**config.mk**
```make
export PLATFORM = sky130hd
export DESIGN_NAME = urx_receiver
export DESIGN_NICKNAME = d
export VERILOG_FILES = /design/src/logic/urx_pkg.sv /design/src/logic/urx_fifo.sv /design/src/logic/urx_receiver.sv
export VERILOG_INCLUDE_DIRS = /design/src /design/src/logic
export SDC_FILE = /design/constraint.sdc
export NUM_CORES = 1
export LEC_CHECK = 0
export BUFFER_PORTS_ARGS = -buffer_cell sky130_fd_sc_hd__buf_2
export CELL_PAD_IN_SITES_DETAIL_PLACEMENT = 1
export CELL_PAD_IN_SITES_GLOBAL_PLACEMENT = 2
export CORE_UTILIZATION = 40
export CTS_CLUSTER_DIAMETER = 200
export DETAILED_ROUTE_END_ITERATION = 6
export PLACE_DENSITY_LB_ADDON = 0.1
export SYNTH_ARGS = -nofsm -noshare
export SYNTH_HDL_FRONTEND = slang
export SYNTH_SLANG_ARGS = --single-unit
export TNS_END_PERCENT = 20
```
**constraint.sdc**
```tcl
create_clock -name mclk -period 8.1 [get_ports mclk]
set_input_delay 1.62 -clock mclk [delete_from_list [all_inputs] [get_ports mclk]]
set_output_delay 1.62 -clock mclk [all_outputs]
set_load 0.05 [all_outputs]
```
**src/logic/urx_consts.svh**
```systemverilog
// Register offsets, field positions, reset values and sampling figures of the receiver.
// Assumes inclusion by bare name from logic/ and sim/ files.
`ifndef URX_CONSTS_SVH
`define URX_CONSTS_SVH

// Byte offsets on the APB register bus.
`define URX_OFS_CTRL      8'h00
`define URX_OFS_BAUD      8'h04
`define URX_OFS_STATUS    8'h08
`define URX_OFS_DATA      8'h0C

// Control register fields.
`define URX_CTRL_EN       0
`define URX_CTRL_U2X      1
`define URX_CTRL_PODD     2
`define URX_CTRL_PEN      3
`define URX_CTRL_SIZE_LO  4
`define URX_CTRL_SIZE_HI  5
`define URX_CTRL_RST      6'h00

// Status register fields.
`define URX_ST_RXC        0
`define URX_ST_FE         1
`define URX_ST_DOR        2
`define URX_ST_PE         3
`define URX_ST_BUSY       4

// Sample tick divisor, a tick every divisor plus one clocks.
`define URX_BAUD_W        12
`define URX_BAUD_RST      12'h03F

// Samples per bit and centre voting samples.
`define URX_SPB_NORM      5'h10
`define URX_SPB_DBL       5'h08
`define URX_V1_NORM       5'h08
`define URX_V1_DBL        5'h04
// Double speed must not look for a new start before this stop sample.
`define URX_STOP_END_DBL  5'h07

// Frame entry layout in the receive buffer.
`define URX_ENT_FE        8
`define URX_ENT_PE        9
`define URX_ENT_DOR       10
`define URX_DATA_MIN      4'h5

`endif

```
**src/logic/urx_pkg.sv**
```systemverilog
// Types shared by the receiver and its receive buffer.
// Assumes the constants header sits beside it.
`default_nettype none

package urx_pkg;
	// Receiver sequencer phases.
	typedef enum logic [1:0] {ST_IDLE, ST_START, ST_BITS, ST_STOP} urx_state_t;
	// One buffered frame: overrun, parity error, frame error and eight data bits.
	typedef logic [10:0] urx_entry_t;
endpackage

`default_nettype wire

```
**src/logic/urx_fifo.sv**
```systemverilog
// Two-frame receive buffer with flush; the head entry comes straight out of a register.
// Assumes push is only offered while not full unless a pop happens in the same cycle.
`include "urx_consts.svh"
`default_nettype none

module urx_fifo (
	input  wire logic              mclk,
	input  wire logic              rst,
	input  wire logic              flush,
	input  wire logic              push,
	input  wire urx_pkg::urx_entry_t push_data,
	input  wire logic              pop,
	output urx_pkg::urx_entry_t    head,
	output logic                   not_empty,
	output logic                   full
);
	urx_pkg::urx_entry_t e0_r, e0_nxt, e1_r, e1_nxt;
	logic [1:0]          cnt_r, cnt_nxt;
	logic                pv, sv;
	logic [1:0]          wpos;

	// Pop shifts the second entry forward; the push lands behind what is left.
	always_comb
	begin
		pv      = pop && (cnt_r != 2'h0);
		sv      = push && ((cnt_r != 2'h2) || pv);
		e0_nxt  = e0_r;
		e1_nxt  = e1_r;
		wpos    = cnt_r - {1'b0, pv};
		if (pv)
		begin
			e0_nxt = e1_r;
		end
		if (sv)
		begin
			if (wpos == 2'h0)
				e0_nxt = push_data;
			else
				e1_nxt = push_data;
		end
		cnt_nxt = cnt_r - {1'b0, pv} + {1'b0, sv};
		if (flush)
		begin
			cnt_nxt = 2'h0;
		end
	end

	// Buffer storage.
	always_ff @(posedge mclk or posedge rst)
	begin
		if (rst)
		begin
			e0_r  <= 11'h000;
			e1_r  <= 11'h000;
			cnt_r <= 2'h0;
		end
		else
		begin
			e0_r  <= e0_nxt;
			e1_r  <= e1_nxt;
			cnt_r <= cnt_nxt;
		end
	end

	assign head      = e0_r;
	assign not_empty = (cnt_r != 2'h0);
	assign full      = (cnt_r == 2'h2);
endmodule

`default_nettype wire

```
**src/logic/urx_receiver.sv**
```systemverilog
// Asynchronous serial receiver: start detection, three-sample voting, parity and frame checks,
// a two-frame receive buffer and an APB register slave.
// Assumes APB signals synchronous to mclk; the serial pin is asynchronous and is synchronised here.
//
// Notes on behaviour
// - Parity checked only when parity enable set.
// - Odd-select bit picks odd or even parity.
// - Parity result stored with frame in buffer.
// - Parity flag follows oldest frame, zero if off.
// - Disable aborts any frame in progress immediately.
// - Disable releases pin and flushes buffer.
// - Sixteen samples per bit, eight in double.
// - Falling edge starts detection, first low sample one.
// - Start voted on 8-10 or 4-6; majority high rejects.
// - Reject returns to idle; valid start resynchronises.
// - Per-bit sample counter of sixteen or eight states.
// - Each bit decided by three-sample majority.
// - Recover data and parity through first stop.
// - Only the first stop bit is examined.
// - Low first stop bit sets frame error.
// - Normal speed rearms after last vote; double later.
// - Data plus parity spans five to nine bits.
// - Receive-complete high exactly while buffer holds frames.
// - Two-frame buffer; overrun on full, waiting, new start.
`include "urx_consts.svh"
`default_nettype none

module urx_receiver (
	input  wire logic        mclk,
	input  wire logic        rst,
	input  wire logic        psel,
	input  wire logic        penable,
	input  wire logic        pwrite,
	input  wire logic [7:0]  paddr,
	input  wire logic [31:0] pwdata,
	output logic [31:0]      prdata,
	output logic             pready,
	output logic             pslverr,
	input  wire logic        serial_receive_pin,
	output logic             rx_pin_claimed
);
	// Three-sample majority, used for the start bit and every later bit.
	function automatic logic maj3(input logic a, input logic b, input logic c);
		maj3 = (a & b) | (a & c) | (b & c);
	endfunction

	// Configuration registers.
	logic [5:0]             ctrl_r, ctrl_nxt;
	logic [`URX_BAUD_W-1:0] baud_div_r, baud_div_nxt;
	logic                   receiver_enable, double_speed_select, parity_odd_select, parity_enable_bit;

	assign receiver_enable     = ctrl_r[`URX_CTRL_EN];
	assign double_speed_select = ctrl_r[`URX_CTRL_U2X];
	assign parity_odd_select   = ctrl_r[`URX_CTRL_PODD];
	assign parity_enable_bit   = ctrl_r[`URX_CTRL_PEN];
	assign rx_pin_claimed      = receiver_enable;

	// Pin synchroniser; only the second stage is looked at.
	logic sync1_r, sync2_r;

	always_ff @(posedge mclk or posedge rst)
	begin
		if (rst)
		begin
			sync1_r <= 1'b1;
			sync2_r <= 1'b1;
		end
		else
		begin
			sync1_r <= serial_receive_pin;
			sync2_r <= sync1_r;
		end
	end

	// Sample tick divider; it holds in reload while the receiver is off so the first tick is predictable.
	logic [`URX_BAUD_W-1:0] baud_cnt_r, baud_cnt_nxt;
	logic                   tick;

	always_comb
	begin
		tick         = receiver_enable && (baud_cnt_r == '0);
		baud_cnt_nxt = baud_cnt_r - 1'b1;
		if (!receiver_enable || tick)
			baud_cnt_nxt = baud_div_r;
	end

	// Sampling geometry for the chosen speed.
	logic [4:0] spb, v1, v2, v3, stop_end;
	logic [3:0] n_data, n_total;

	always_comb
	begin
		spb      = double_speed_select ? `URX_SPB_DBL : `URX_SPB_NORM;
		v1       = double_speed_select ? `URX_V1_DBL : `URX_V1_NORM;
		v2       = v1 + 5'h01;
		v3       = v1 + 5'h02;
		stop_end = double_speed_select ? `URX_STOP_END_DBL : v3;
		n_data   = `URX_DATA_MIN + {2'b00, ctrl_r[`URX_CTRL_SIZE_HI:`URX_CTRL_SIZE_LO]};
		n_total  = n_data + {3'b000, parity_enable_bit};
	end

	// Receiver sequencer state.
	urx_pkg::urx_state_t state_r, state_nxt;
	logic [4:0]          samp_r, samp_nxt;
	logic [3:0]          bitcnt_r, bitcnt_nxt;
	logic [1:0]          vs_r, vs_nxt;
	logic [7:0]          data_r, data_nxt;
	logic                pbit_r, pbit_nxt;
	logic                prev_r, prev_nxt;
	logic                hold_v_r, hold_v_nxt;
	urx_pkg::urx_entry_t hold_r, hold_nxt;
	logic                dor_pend_r, dor_pend_nxt;
	logic                vote, push;
	logic                fifo_full, fifo_ne;
	urx_pkg::urx_entry_t head;
	logic [7:0]          data_kept;

	// Bits beyond the frame's length still hold an earlier frame's leftovers, so they are masked before use.
	assign data_kept = data_r & (8'hFF >> (4'h8 - n_data));

	// The finished frame waits in a holding register, separate from the data register, until the buffer has room.
	always_comb
	begin
		state_nxt    = state_r;
		samp_nxt     = samp_r;
		bitcnt_nxt   = bitcnt_r;
		vs_nxt       = vs_r;
		data_nxt     = data_r;
		pbit_nxt     = pbit_r;
		prev_nxt     = prev_r;
		hold_nxt     = hold_r;
		dor_pend_nxt = dor_pend_r;
		vote         = maj3(vs_r[0], vs_r[1], sync2_r);
		push         = hold_v_r && !fifo_full;
		hold_v_nxt   = hold_v_r && !push;
		if (!receiver_enable)
		begin
			state_nxt    = urx_pkg::ST_IDLE;
			hold_v_nxt   = 1'b0;
			dor_pend_nxt = 1'b0;
			prev_nxt     = 1'b0;
		end
		else if (tick)
		begin
			prev_nxt = sync2_r;
			samp_nxt = (samp_r == spb) ? 5'h01 : samp_r + 5'h01;
			if (samp_r == v1)
				vs_nxt[0] = sync2_r;
			if (samp_r == v2)
				vs_nxt[1] = sync2_r;
			unique case (state_r)
				urx_pkg::ST_IDLE:
				begin
					if (prev_r && !sync2_r)
					begin
						state_nxt = urx_pkg::ST_START;
						samp_nxt  = 5'h02;
						if (hold_v_r && fifo_full)
							dor_pend_nxt = 1'b1;
					end
				end
				urx_pkg::ST_START:
				begin
					if (samp_r == v3 && vote)
						state_nxt = urx_pkg::ST_IDLE;
					else if (samp_r == spb)
					begin
						state_nxt  = urx_pkg::ST_BITS;
						bitcnt_nxt = 4'h0;
					end
				end
				urx_pkg::ST_BITS:
				begin
					if (samp_r == v3)
					begin
						if (bitcnt_r < n_data)
							data_nxt[bitcnt_r[2:0]] = vote;
						else
							pbit_nxt = vote;
					end
					if (samp_r == spb)
					begin
						bitcnt_nxt = bitcnt_r + 4'h1;
						if (bitcnt_r == n_total - 4'h1)
							state_nxt = urx_pkg::ST_STOP;
					end
				end
				urx_pkg::ST_STOP:
				begin
					if (samp_r == v3)
					begin
						// Only this stop bit is voted; any second one is treated as idle line.
						hold_nxt                = {3'b000, data_kept};
						hold_nxt[`URX_ENT_FE]   = !vote;
						hold_nxt[`URX_ENT_PE]   = parity_enable_bit && (^data_kept ^ parity_odd_select ^ pbit_r);
						hold_nxt[`URX_ENT_DOR]  = dor_pend_r;
						hold_v_nxt              = 1'b1;
						dor_pend_nxt            = 1'b0;
					end
					if (samp_r == stop_end)
						state_nxt = urx_pkg::ST_IDLE;
				end
			endcase
		end
	end

	// Sequencer registers.
	always_ff @(posedge mclk or posedge rst)
	begin
		if (rst)
		begin
			state_r    <= urx_pkg::ST_IDLE;
			samp_r     <= 5'h01;
			bitcnt_r   <= 4'h0;
			vs_r       <= 2'h0;
			data_r     <= 8'h00;
			pbit_r     <= 1'b0;
			prev_r     <= 1'b0;
			hold_v_r   <= 1'b0;
			hold_r     <= 11'h000;
			dor_pend_r <= 1'b0;
			baud_cnt_r <= `URX_BAUD_RST;
		end
		else
		begin
			state_r    <= state_nxt;
			samp_r     <= samp_nxt;
			bitcnt_r   <= bitcnt_nxt;
			vs_r       <= vs_nxt;
			data_r     <= data_nxt;
			pbit_r     <= pbit_nxt;
			prev_r     <= prev_nxt;
			hold_v_r   <= hold_v_nxt;
			hold_r     <= hold_nxt;
			dor_pend_r <= dor_pend_nxt;
			baud_cnt_r <= baud_cnt_nxt;
		end
	end

	// APB decode; the slave answers in the first access cycle, so there are no wait states.
	logic        setup, access, pop;
	logic        hit_ctrl, hit_baud, hit_stat, hit_data, mapped;
	logic [31:0] rdata, prdata_r, prdata_nxt;

	always_comb
	begin
		setup    = psel && !penable;
		access   = psel && penable;
		hit_ctrl = (paddr == `URX_OFS_CTRL);
		hit_baud = (paddr == `URX_OFS_BAUD);
		hit_stat = (paddr == `URX_OFS_STATUS);
		hit_data = (paddr == `URX_OFS_DATA);
		mapped   = hit_ctrl || hit_baud || hit_stat || hit_data;
		pop      = access && !pwrite && hit_data;
		rdata    = 32'h0000_0000;
		if (hit_ctrl)
			rdata[5:0] = ctrl_r;
		if (hit_baud)
			rdata[`URX_BAUD_W-1:0] = baud_div_r;
		if (hit_stat)
		begin
			rdata[`URX_ST_RXC]  = fifo_ne;
			rdata[`URX_ST_FE]   = fifo_ne && head[`URX_ENT_FE];
			rdata[`URX_ST_DOR]  = fifo_ne && head[`URX_ENT_DOR];
			rdata[`URX_ST_PE]   = fifo_ne && parity_enable_bit && head[`URX_ENT_PE];
			rdata[`URX_ST_BUSY] = (state_r != urx_pkg::ST_IDLE);
		end
		if (hit_data)
			rdata[7:0] = head[7:0]; // rx_data_register
		prdata_nxt = setup ? rdata : prdata_r;
	end

	// Register writes take effect at the access edge; status and data are read-only.
	always_comb
	begin
		ctrl_nxt     = ctrl_r;
		baud_div_nxt = baud_div_r;
		if (access && pwrite && hit_ctrl)
			ctrl_nxt = pwdata[5:0];
		if (access && pwrite && hit_baud)
			baud_div_nxt = pwdata[`URX_BAUD_W-1:0];
	end

	// Bus-facing registers.
	always_ff @(posedge mclk or posedge rst)
	begin
		if (rst)
		begin
			ctrl_r     <= `URX_CTRL_RST;
			baud_div_r <= `URX_BAUD_RST;
			prdata_r   <= 32'h0000_0000;
		end
		else
		begin
			ctrl_r     <= ctrl_nxt;
			baud_div_r <= baud_div_nxt;
			prdata_r   <= prdata_nxt;
		end
	end

	assign prdata  = prdata_r;
	assign pready  = access;
	assign pslverr = access && !mapped;

	// Receive buffer; disabling the receiver empties it.
	urx_fifo u_fifo (
		.mclk      (mclk),
		.rst       (rst),
		.flush     (!receiver_enable),
		.push      (push),
		.push_data (hold_r),
		.pop       (pop),
		.head      (head),
		.not_empty (fifo_ne),
		.full      (fifo_full)
	);
endmodule

`default_nettype wire

```
==> run summary <==
Rows - 42
FF-to-FF setup slack - 4880 ps
die extent in x - 120 um
Skew-Pair Late Insertion Delay - 350 ps
GPL Wtd Cong - 0.775
WP depth - 10
Switch Pwr - 275 uW
Post-Synthesis Cells - 517
Final ANT Viol Nets - 0
# H-tree levels - 3
clock buffer depth - 2
Num CTS Buffers - 9
status - completed
initial antenna violation count - 0
Max IR drop VDD - 0.102 mV
Area Overhead vs Synth - 9.59%
Slew headroom - 39.1%
DIE AREA - 14400 sq um
vias in the first global route - 4022
root buf cell - clkbuf_16
hold path start - sync1_r
die height - 120 um
Critical Path End Type - flip-flop
crit-path most repeated cell - nor2_1
area of the multi-input gates - 2680 sq um
drt wl/cell - 17.6 um
Mapped Area - 5570 sq um
post-CTS setup buffer count - 0
syn avg cell area - 10.8 sq um
CP Launch Type - input port
detailed-route DRC error count - 0
first-pass GRT wire length - 21300 um
asr flop ratio synth - 100%
Fill cells - 1505
Setup Viol. Count Final - 0
Period minus WS final - 4240 ps
Max Slew Vio Count - 0
Finished Layout Cells - 726
final wirelength - 12800 um
share of cells above drive strength 1 - 23.3%
Netlist cell types - 60
end of the worst hold path - sync2_r
Buf/Inv on CP - 2
Clock Sinks - 104
Initial Util - 41.6%
starting DRC count in detailed routing - 193
Synth Flop Type - dfrtp_1
Yosys warnings - 0
RSZ-0062 raised after global routing - no
setup TNS - 0 ps
pwr dens - 174 nW/um^2
Cells on Worst Hold Path - 0
Max stage delay on crit path - 730 ps
Clk pwr share - 40.5%
CP max stage cell - nand4_1
Post-DP Area - 5810 sq um
Switching Fraction - 25.8%
CTS tree - done
share of the yosys chip area belonging to registers - 47.0%
Worst R2R End - u_fifo.head[9]
I/O Buffers - 40
Hold Fails Final Rpt - 0
r2r worst-path depth - 9
Max FO, Critical Path - 22
# diodes - 0
EDFF count, synth - 0
worst slew pin tran - 911 ps
Post-Place Worst Slack - 3490 ps
DRT Pass-1 Iters - 4
GRT Residual Overflow - 0
Final nets - 609
WS Path Type - in -> reg
total number of vias - 3818
largest delay contributor family on the critical path - simple AND/OR/NAND/NOR gates
Worst Clk Skew - 7.86 ps
# IOs - 81
Critical Path, Cell by Cell - buf_2, nor2_1, and3_1, nand4_1, inv_1, ha_1, xnor2_1, nand3_1, nor2_1, a21oi_1
Worst Setup Slack, final - 3860 ps
Core ar. - 13400 sq um
Detail Placement HPWL - 9250 um
pin count of the biggest net entering global routing - 56
Comb power frac - 8.9%
PostCTS Resize Cnt - 0
Peak Freq - 236 MHz
Pleak - 0.00303 uW
GRT Total Usage - 19.4%
worst path arrival time - 4440 ps
post-route cell area - 6110 sq um
register share of total power - 50.5%
most common cell after layout, fill and taps aside - dfrtp_1
Placed Cells - 710
Tcrit/Tclk final - 52.3%
number of synthesized register bits - 104
clock slew at reported path FFs - 70 ps
FF-to-FF Start - u_fifo.cnt_r[1]
final hold slack - 363 ps
# Max-Cap Violations - 0
Data required, critical path - 8300 ps
most frequent cells in the layout - 89 x dfrtp_1, 49 x nand2_1, 40 x buf_2
CTS Hold Buffers Added - 0
vias per cell - 5.26
Internal - 790 uW
Reg area - 2620 sq um
HP Class - reg -> reg
## cells in the mapped netlist (6+ instances only)
cell	number	area, sq um
dfrtp_1	89	2230
nand2_1	49	184
mux2_2	39	439
nor2_1	32	120
o21ai_0	30	150
inv_1	22	82.6
buf_4	20	150
xnor2_1	19	166
ha_1	18	225
a21oi_1	15	75.1
dfstp_2	15	394
mux2i_1	13	130
nand3_1	13	65.1
clkbuf_1	12	45.0
nor4_1	9	56.3
xor2_1	9	78.8
buf_2	8	40.0
nand2b_1	8	50.1
and2_1	7	43.8
mux2_1	7	78.8
a22o_1	6	52.6
## power by group through the flow
stage,Clock [uW],Combinational (uW),Sequential [uW]
floorplan,0,82.3,544
global placement,0,93.2,547
detailed placement,0,96.1,548
global route,465,106,539
CTS,447,96.8,538
finish,431,95.1,538
## cell families (layout without fill, tap and decap cells)
kind of cell / count (synthesis) / in the layout / synth area share, %
AND/OR/NAND/NOR: 155 / 155 / 14.8
flip-flops: 104 / 104 / 47.0
XOR/XNOR: 28 / 28 / 4.40
other: 1 / 20 / 0.0673
buffers and inverters: 65 / 79 / 6.18
AO/OA/AOI/OAI: 83 / 83 / 10.2
multiplexers: 63 / 63 / 13.2
adder cells (fa/ha/maj): 18 / 18 / 4.04
## stage by stage
step / utilization [%] / power [uW]
floorplan: - / 626
finish: 45.6 / 1060
global route: 45.6 / 1110
CTS: 45.6 / 1080
global placement: 43.4 / 640
detailed placement: 43.4 / 644
## registers in the layout (all words and copies together), names as in the netlist, 2 cells and up
signal	count
hold_r	11
baud_div_r	12
prdata	12
u_fifo.cnt_r	2
vs_r	2
u_fifo.head	11
ctrl_r	6
u_fifo.e1_r	11
bitcnt_r	4
data_r	8
state_r	2
samp_r	5
baud_cnt_r	12
## worst reg2reg max path: stages, from the launching register on
cell and delay (ps):
dfrtp_1 430, nor2_1 300, nor3_1 80, nand4_1 590, inv_1 110, ha_1 230, xnor2_1 320, nand3_1 650
nor2_1 290, a21oi_1 70
## worst max path at each step
stage	startpoint	end	slack, ps
4_1_cts	paddr[1]	u_fifo.head[9]	3840
2_1_floorplan	rst	baud_cnt_r[10]	3770
6_report	paddr[1]	u_fifo.head[9]	3860
3_3_place_gp	paddr[5]	u_fifo.head[5]	3580
5_1_grt	paddr[1]	u_fifo.head[0]	3500
3_5_place_dp	paddr[1]	u_fifo.head[9]	3490
## layer usage
| layer | wire length (um) | GRT usage, % |
|---|---|---|
| met5 | 0 | 0 |
| met3 | 427 | 3.80 |
| met1 | 5770 | 24.6 |
| met4 | 259 | 7.58 |
| met2 | 6310 | 32.4 |
## area by class of cell
type                            count  share of cell area, %
Inverter                           22                   1.39
Clock buffer                       12                   4.39
Tap cell                          176                   3.61
Multi-Input combinational cell    367                   43.9
Timing Repair Buffer               41                   3.40
Clock inverter                      4                  0.430
Sequential cell                   104                   42.9
No activity file was read; power rests on OpenSTA's default activity.
